$ cat src/include/tone_pkg.sv
// Package: register map, field positions and timing for the tone output
package tone_pkg;

   // ==========================================================
   // Register word indices and their byte addresses
   localparam logic [7:0] ADDR_FREQ_CTRL = 8'hd0; // tone_frequency_control
   localparam logic [7:0] ADDR_MODE_CTRL = 8'hd1; // tone_mode_control
   // Both offsets are word indices, not byte addresses: each is shifted left by two bits
   localparam logic [9:0] BYTE_FREQ_CTRL = {ADDR_FREQ_CTRL, 2'b00};
   localparam logic [9:0] BYTE_MODE_CTRL = {ADDR_MODE_CTRL, 2'b00};

   // ==========================================================
   // Field positions
   localparam int FREQ_GP_BIT      = 0;
   localparam int FREQ_SEL_BIT     = 1;
   localparam int MODE_ENABLE_BIT  = 0;
   localparam int MODE_PATTERN_BIT = 1;
   localparam int MODE_SHOT_BIT    = 2;

   // ==========================================================
   // Reset values
   localparam logic RST_FREQ_SEL = 1'b0;
   localparam logic RST_PATTERN  = 1'b0;
   localparam logic RST_ENABLE   = 1'b0;
   localparam logic RST_GP_BIT   = 1'b0;

   // ==========================================================
   // Timing
   localparam int CLK_HZ      = 100_000_000;
   localparam int OSC_HZ      = 32_768;
   // System clocks per oscillator tick (rounded down)
   localparam int OSC_DIV     = CLK_HZ / OSC_HZ;
   // Oscillator divider stages
   localparam int DIV_BITS    = 12;
   // 4 kHz tone is osc/8 -> bit 2, 2 kHz is osc/16 -> bit 3
   localparam int TAP_4K      = 2;
   localparam int TAP_2K      = 3;
   // 8 Hz gate is osc/4096 -> bit 11
   localparam int TAP_8HZ     = 11;
   // Burst of about 31 ms: 1023 oscillator ticks
   localparam int SHOT_MS     = 31;
   localparam int SHOT_TICKS  = (SHOT_MS * OSC_HZ) / 1000 + 8;
   localparam int SHOT_BITS   = 11;
   // Off boundary: 31 ms window, bits 9:0 of the divider
   localparam int STOP_BITS   = 10;

endpackage

$ cat src/rtl/buzzer_tone_output.sv
// Buzzer tone generator with APB register access
// Functional notes
// - Enable high drives tone on true pin, complement on inverted pin
// - Frequency select 1 gives 2 kHz, 0 gives 4 kHz
// - Pattern 0 with enable gives uninterrupted tone
// - Pattern 1 with enable gates tone at 8 Hz, 125 ms period
// - After enable clears, tone stops within 31 ms
// - Writing one-shot trigger 1 while enable is clear starts a 31 ms burst at once; with enable set it is dropped
// - Another trigger during a burst restarts the 31 ms timing
// - Trigger acts on write of 1 only; reads as 0
// - Continuity judgment below threshold sounds tone automatically
// - Reset clears frequency, pattern and enable bits
// - Bit 0 at frequency register is a plain storage bit
// - Unused bits read 0, writes ignored
// - Mode register: enable bit0, pattern bit1, trigger bit2; freq bit1
// - All timing is divided from the 32.768 kHz oscillator rate
//
// The APB interface to the registers was chosen for this implementation.
`timescale 1ns/100ps
module buzzer_tone_output #(
   parameter int OSC_DIV = tone_pkg::OSC_DIV
) (
   // Clock and reset
   input  wire logic        i_clock,
   input  wire logic        i_resetn,
   // APB slave
   input  wire logic        i_psel,
   input  wire logic        i_penable,
   input  wire logic        i_pwrite,
   input  wire logic [11:0] i_paddr,
   input  wire logic [31:0] i_pwdata,
   output logic      [31:0] o_prdata,
   output logic             o_pready,
   output logic             o_pslverr,
   // Measurement circuit
   input  wire logic        i_continuity_mode,
   input  wire logic        i_below_threshold,
   // Buzzer pins
   output logic             o_tone_out_true,
   output logic             o_tone_out_inverted
);

   // ==========================================================
   // State machine for tone output
   typedef enum logic [1:0] {
      ST_IDLE  = 2'b00,
      ST_ON    = 2'b01,
      ST_DRAIN = 2'b10
   } tone_state_e;

   // ==========================================================
   // Registers and wires
   logic                          tick;
   logic [tone_pkg::DIV_BITS-1:0] div_ff;
   logic                          freq_sel_ff;
   logic                          gp_bit_ff;
   logic                          pattern_ff;
   logic                          enable_ff;
   logic [tone_pkg::SHOT_BITS-1:0] shot_cnt_ff;
   logic                          cont_mode_s1_ff;
   logic                          cont_mode_ff;
   logic                          below_s1_ff;
   logic                          below_ff;
   tone_state_e                   state_ff;
   tone_state_e                   nxt_state;
   logic                          wr_en;
   logic                          rd_en;
   logic                          addr_ok;
   logic                          shot_wr;
   logic                          tone_wave;
   logic                          gate_open;
   logic                          shot_busy;
   logic                          auto_on;
   logic                          sound;
   logic                          at_boundary;

   // ==========================================================
   // Word address decode helper: exact byte address match
   function automatic logic hit(input logic [11:0] addr,
                                input logic [9:0]  base);
      hit = (addr == {2'b00, base});
   endfunction

   // Register word as software reads it; unused bits stay zero
   function automatic logic [31:0] read_word(input logic [11:0] addr,
                                             input logic        gp,
                                             input logic        fsel,
                                             input logic        en,
                                             input logic        pat);
      read_word = 32'h0000_0000;
      if (hit(addr, tone_pkg::BYTE_FREQ_CTRL)) begin
         read_word[tone_pkg::FREQ_GP_BIT]  = gp;
         read_word[tone_pkg::FREQ_SEL_BIT] = fsel;
      end else if (hit(addr, tone_pkg::BYTE_MODE_CTRL)) begin
         read_word[tone_pkg::MODE_ENABLE_BIT]  = en;
         read_word[tone_pkg::MODE_PATTERN_BIT] = pat;
         // Trigger is write-only, never echoed back
         read_word[tone_pkg::MODE_SHOT_BIT]    = 1'b0;
      end
   endfunction

   // ==========================================================
   // Oscillator tick source
   osc_tick #(
      .DIV      (OSC_DIV)
   ) u_osc_tick (
      .i_clock  (i_clock),
      .i_resetn (i_resetn),
      .o_tick   (tick)
   );

   // Divider chain at the oscillator rate
   always_ff @(posedge i_clock) begin
      if (!i_resetn) begin
         div_ff <= '0;
      end else if (tick) begin
         div_ff <= div_ff + 1'b1;
      end
   end

   // ==========================================================
   // Input synchronisers for measurement signals
   always_ff @(posedge i_clock) begin
      if (!i_resetn) begin
         cont_mode_s1_ff <= 1'b0;
         cont_mode_ff    <= 1'b0;
         below_s1_ff     <= 1'b0;
         below_ff        <= 1'b0;
      end else begin
         cont_mode_s1_ff <= i_continuity_mode;
         cont_mode_ff    <= cont_mode_s1_ff;
         below_s1_ff     <= i_below_threshold;
         below_ff        <= below_s1_ff;
      end
   end

   // ==========================================================
   // APB decode; answers in the access cycle, no wait states
   assign addr_ok = hit(i_paddr, tone_pkg::BYTE_FREQ_CTRL) ||
                    hit(i_paddr, tone_pkg::BYTE_MODE_CTRL);
   assign wr_en   = i_psel && i_penable && i_pwrite && o_pready;
   assign rd_en   = i_psel && !i_penable && !i_pwrite;
   assign shot_wr = wr_en && hit(i_paddr, tone_pkg::BYTE_MODE_CTRL) &&
                    i_pwdata[tone_pkg::MODE_SHOT_BIT];

   // Ready is raised for the access phase only
   always_ff @(posedge i_clock) begin
      if (!i_resetn) begin
         o_pready <= 1'b0;
      end else begin
         o_pready <= i_psel && !i_penable;
      end
   end

   // Error answer for an address outside the map, with ready
   always_ff @(posedge i_clock) begin
      if (!i_resetn) begin
         o_pslverr <= 1'b0;
      end else begin
         o_pslverr <= i_psel && !i_penable && !addr_ok;
      end
   end

   // Read data captured in setup, shown for the access phase only
   always_ff @(posedge i_clock) begin
      if (!i_resetn) begin
         o_prdata <= 32'h0000_0000;
      end else if (rd_en) begin
         o_prdata <= read_word(i_paddr, gp_bit_ff, freq_sel_ff,
                               enable_ff, pattern_ff);
      end else begin
         // Zero outside a read: no stale word shows during a write
         o_prdata <= 32'h0000_0000;
      end
   end

   // ==========================================================
   // Frequency control register
   always_ff @(posedge i_clock) begin
      if (!i_resetn) begin
         freq_sel_ff <= tone_pkg::RST_FREQ_SEL;
         gp_bit_ff   <= tone_pkg::RST_GP_BIT;
      end else if (wr_en && hit(i_paddr, tone_pkg::BYTE_FREQ_CTRL)) begin
         freq_sel_ff <= i_pwdata[tone_pkg::FREQ_SEL_BIT];
         gp_bit_ff   <= i_pwdata[tone_pkg::FREQ_GP_BIT];
      end
   end

   // Mode control register
   always_ff @(posedge i_clock) begin
      if (!i_resetn) begin
         enable_ff  <= tone_pkg::RST_ENABLE;
         pattern_ff <= tone_pkg::RST_PATTERN;
      end else if (wr_en && hit(i_paddr, tone_pkg::BYTE_MODE_CTRL)) begin
         enable_ff  <= i_pwdata[tone_pkg::MODE_ENABLE_BIT];
         pattern_ff <= i_pwdata[tone_pkg::MODE_PATTERN_BIT];
      end
   end

   // ==========================================================
   // One-shot burst counter in oscillator ticks
   always_ff @(posedge i_clock) begin
      if (!i_resetn) begin
         shot_cnt_ff <= '0;
      end else if (shot_wr && !enable_ff) begin
         // A trigger while enabled is dropped: a burst only starts when off
         // Reload restarts the burst
         shot_cnt_ff <= tone_pkg::SHOT_BITS'(tone_pkg::SHOT_TICKS);
      end else if (tick && shot_cnt_ff != '0) begin
         shot_cnt_ff <= shot_cnt_ff - 1'b1;
      end
   end

   assign shot_busy = (shot_cnt_ff != '0);

   // ==========================================================
   // Tone waveform and gating
   // Frequency select picks a divider tap
   assign tone_wave = freq_sel_ff ? div_ff[tone_pkg::TAP_2K]
                                  : div_ff[tone_pkg::TAP_4K];
   // Gate open in first half of each 125 ms period
   assign gate_open = !pattern_ff || !div_ff[tone_pkg::TAP_8HZ];
   // Automatic continuity tone
   assign auto_on   = cont_mode_ff && below_ff;
   // End of a 31 ms window of the divider
   assign at_boundary = tick &&
      (div_ff[tone_pkg::STOP_BITS-1:0] == {tone_pkg::STOP_BITS{1'b1}});

   // ==========================================================
   // Enable state: drain until divider boundary after clear
   always_comb begin
      nxt_state = state_ff;
      case (state_ff)
         ST_IDLE: begin
            if (enable_ff) begin
               nxt_state = ST_ON;
            end
         end
         ST_ON: begin
            if (!enable_ff) begin
               nxt_state = ST_DRAIN;
            end
         end
         ST_DRAIN: begin
            if (enable_ff) begin
               nxt_state = ST_ON;
            end else if (at_boundary) begin
               nxt_state = ST_IDLE;
            end
         end
         default: begin
            nxt_state = ST_IDLE;
         end
      endcase
   end

   // State register
   always_ff @(posedge i_clock) begin
      if (!i_resetn) begin
         state_ff <= ST_IDLE;
      end else begin
         state_ff <= nxt_state;
      end
   end

   // Tone sounds in enabled/draining state, burst or auto mode
   assign sound = ((state_ff != ST_IDLE) && gate_open) ||
                  (shot_busy && !enable_ff) || auto_on;

   // ==========================================================
   // True pin: tone while sounding, held low when quiet
   always_ff @(posedge i_clock) begin
      if (!i_resetn) begin
         o_tone_out_true <= 1'b0;
      end else if (sound) begin
         o_tone_out_true <= tone_wave;
      end else begin
         o_tone_out_true <= 1'b0;
      end
   end

   // Inverted pin: complement, held high so no DC sits on the element
   always_ff @(posedge i_clock) begin
      if (!i_resetn) begin
         o_tone_out_inverted <= 1'b1;
      end else if (sound) begin
         o_tone_out_inverted <= !tone_wave;
      end else begin
         o_tone_out_inverted <= 1'b1;
      end
   end

endmodule

$ cat src/rtl/osc_tick.sv
// Divider producing one-cycle ticks at the oscillator rate
`timescale 1ns/100ps
module osc_tick #(
   parameter int DIV = 3051
) (
   // Clock and reset
   input  wire logic i_clock,
   input  wire logic i_resetn,
   // Tick out
   output logic      o_tick
);
   localparam int CW = $clog2(DIV + 1);

   logic [CW-1:0] count_ff;

   // ==========================================================
   // Count system clocks per oscillator tick
   always_ff @(posedge i_clock) begin
      if (!i_resetn) begin
         count_ff <= '0;
         o_tick   <= 1'b0;
      end else if (count_ff == CW'(DIV - 1)) begin
         count_ff <= '0;
         o_tick   <= 1'b1;
      end else begin
         count_ff <= count_ff + 1'b1;
         o_tick   <= 1'b0;
      end
   end
endmodule
$ cat config.mk
export PLATFORM = sky130hd
export DESIGN_NAME = buzzer_tone_output
export DESIGN_NICKNAME = d
export VERILOG_FILES = /design/src/include/tone_pkg.sv /design/src/rtl/buzzer_tone_output.sv /design/src/rtl/osc_tick.sv
export SDC_FILE = /design/constraint.sdc
export NUM_CORES = 1
export LEC_CHECK = 0
export BUFFER_PORTS_ARGS = -buffer_cell sky130_fd_sc_hd__buf_2
export CAP_MARGIN = 30
export CORE_ASPECT_RATIO = 0.6
export CORE_MARGIN = 2
export CORE_UTILIZATION = 50
export CTS_CLUSTER_SIZE = 14
export DETAILED_ROUTE_END_ITERATION = 7
export PLACE_DENSITY = 0.79
export SLEW_MARGIN = 25
export SYNTH_ARGS = -nofsm -noshare
export SYNTH_HDL_FRONTEND = slang
export SYNTH_SLANG_ARGS = --single-unit
$ cat constraint.sdc
create_clock -name i_clock -period 2 [get_ports i_clock]
set_input_delay 0.2 -clock i_clock [delete_from_list [all_inputs] [get_ports i_clock]]
set_output_delay 0.2 -clock i_clock [all_outputs]
set_load 0.02 [all_outputs]
==> flow_summary_export.csv <==
group,metric,value,unit
outcome,status,"finished clean",
clocking,post_cts_buffers,0,
finish,nets,368,
clocking,cts_resized,0,
logic_synthesis,netlist_instances,282,
placed_design,pre_cts_ws,0.157,ns
setup_path,critPathKind,"reg -> reg",
clocking,path_clk_slew,0.09,ns
clocking,cts_sinks,52,
logic_synthesis,synth_top_area_cell,"dfxtp_1",
setup_path,max_stage_delay,0.40,ns
grt,grt_start_max_net_pins,25,
drt,highest_layer,"met4",
logic_synthesis,synth_top_area_share,0.411,
logic_synthesis,synth.most_common_cell,"dfxtp_1",
drt,drt-met1-wl,2360,um
timing,finalSetupViolations,0,
drt,drt_iter0_markers,70,
grt,overflow,0,
logic_synthesis,yosysSeqAreaShare,0.411,
power_and_ir_drop,ir_drop,0.496,mV
timing,hold_viol_final,0,
finish,drive_gt1_frac,0.166,
floorplan,fp.dieW,95.9,um
grt,antenna_found_initial,0,
timing,min_period_over_period,0.938,
clocking,htree_num_levels,2,
power_and_ir_drop,seq_power_share,0.595,
drt,wl_met2,1890,um
logic_synthesis,synth_edf_count,0,
setup_path,crit_fanout,5,
clocking,clock_path_buffers,2,
setup_path,path_depth,6,
finish,antennaDiodeCount,0,
worst_hold_path,min_path_type,"in -> reg",
floorplan,die_y,59.2,um
logic_synthesis,ys_types,44,
placed_design,dp_hpwl,3380,um
drt,dr.pass1.iters,4,
timing,timing.setup.tns,0,ns
clocking,root_buffer,"clkbuf_8",
clocking,cts_buffers,5,
power_and_ir_drop,power.density,647,nW/um2
power_and_ir_drop,p_int,1.32,mW
setup_path,crit_required,2.20,ns
setup_path,crit_buf_inv,1,
floorplan,fp.coreArea,4980,um2
drt,wl_per_cell,11.9,um
power_and_ir_drop,power_frac_clock,0.339,
setup_path,crit_chain,"inv_1 > ha_1 > nor3b_2 > nand3_1 > a221o_1 > and3_1",
drt,ant_nets,0,
floorplan,initial_core_util,0.509,
logic_synthesis,synthArstFlopShare,0,
setup_path,slowest_stage,"nor3b_2",
drt,drc,0,
grt,first_global_vias,1711,
drt,wl,4530,um
timing,fin_crit,1.88,ns
logic_synthesis,syn_area_per_cell,8.99,um2
power_and_ir_drop,p_switching,0.447,mW
logic_synthesis,synth_flop_cell,"dfxtp_1",
setup_path,cpLargestDelayFamily,"simple AND/OR/NAND/NOR gates",
worst_hold_path,whs_path_depth,2,
grt,grt_pass1_wl,7600,um
setup_path,worstSetupEndpointType,"register",
placed_design,port_buffers,27,
logic_synthesis,synth_seq_cells,52,
timing,setup_slack,0.124,ns
logic_synthesis,yosys-top-cells-count,"dfxtp_1 (52), buf_4 (32), nor2_1 (27)",
power_and_ir_drop,power_frac_comb,0.066,
grt,grt_use_total,0.173,
timing,relSlewSlack,0.675,
timing,timing.fmax,533,MHz
flow_run,max-cap-violations,0,
logic_synthesis,yosys_warnings,0,
timing,rsz0062_at_grt,"false",
drt,dr_total_vias,1894,
setup_path,arrival,2.08,ns
power_and_ir_drop,p_leak,1.05,nW
power_and_ir_drop,p_sw_frac,0.253,
clocking,cts_tree,"yes",
logic_synthesis,netlist_area,2530,um2
logic_synthesis,synthTopCellsByArea,"dfxtp_1 (41%), buf_4 (9.5%), xnor2_1 (4.8%), nor2_1 (4.0%), a21oi_1 (3.9%)",
finish,area_delta_synth_final,7.95,%
floorplan,fp.dieArea,5670,um2
setup_path,worstRegToRegCells,6,
floorplan,io_pins,87,
drt,vias_per_cell,4.98,
clocking,clk_latency,0.31,ns
timing,fin_skew,0.00886,ns
placed_design,place_congestion,0.842,
finish,fillers,458,
clocking,ctsHoldBuffers,0,
drt,dr_wl_met3,249,um
setup_path,worstSetupStartpointType,"register",
timing,drv_slew,0,
floorplan,placementRows,20,
timing,worst_pin_slew,0.475,ns
metrics by stage:
step	hold WS (ns)	area, um2	power [mW]	utilization	std cells
global placement	0.405	2650	1.19	0.531	372
finish	0.0841	2740	1.77	0.549	380
floorplan	0.279	2640	1.20	-	311
detailed placement	0.403	2650	1.19	0.531	372
global route	0.0854	2740	1.84	0.549	380
CTS	0.0714	2740	1.79	0.549	380
cells by family after synthesis:
logic type,after synthesis,share of synthesized area
AO/OA/AOI/OAI,37,0.0913
adder cells (fa/ha/maj),4,0.0197
AND/OR/NAND/NOR,108,0.249
XOR/XNOR,23,0.0795
buffers and inverters,51,0.123
multiplexers,6,0.0247
flip-flops,52,0.411
other,1,0.00148
cells in the final DEF (no fill, tap or decap), types with 10 or more instances in the layout:
cell and count:
dfxtp_1 52, conb_1 30, nor2_1 27, buf_2 27
a21oi_1 20, xnor2_1 14, nand2_1 13, inv_1 12
nand3_1 11, nand4_1 10
registers in the layout, summed over array words and instances (netlist names):
name,cells
div_ff,12
u_osc_tick.count_ff,12
shot_cnt_ff,11
o_prdata,2
state_ff,2
below_ff,1
below_s1_ff,1
cont_mode_ff,1
cont_mode_s1_ff,1
enable_ff,1
freq_sel_ff,1
gp_bit_ff,1
o_pready,1
o_pslverr,1
o_tone_out_inverted,1
o_tone_out_true,1
pattern_ff,1
u_osc_tick.o_tick,1
layout make-up:
type | count | area (um2) | area share
timing repair buffer | 34 | 188 | 0.0686
clock inverter | 3 | 21.3 | 0.00777
tap | 66 | 82.6 | 0.0302
multi-input combinational | 208 | 1290 | 0.471
inverter | 12 | 45.0 | 0.0165
clock buffer | 5 | 68.8 | 0.0251
sequential | 52 | 1040 | 0.380
power groups by stage:
stage	Sequential, mW	Combinational [mW]	Clock (mW)
after floorplan	1.08	0.128	0
after global placement	1.08	0.114	0
after detailed placement	1.08	0.116	0
after CTS	1.05	0.116	0.618
after global routing	1.05	0.129	0.659
final	1.05	0.117	0.601
layer usage:
metal | track usage | up-vias
li1 | - | 985
met1 | 0.251 | 863
met2 | 0.252 | 41
met3 | 0.0458 | 5
met4 | 0.0551 | 0
met5 | 0 | -
worst paths after layout:
path	slack [ns]	start	end
worst max-delay path	0.12	shot_cnt_ff[0]	o_tone_out_true
worst min-delay path	0.08	i_pwrite	o_prdata[0]
worst max register to register	0.12	shot_cnt_ff[0]	o_tone_out_true
worst min register to register	0.47	below_s1_ff	below_ff
Power figures use the tool's default switching activity.
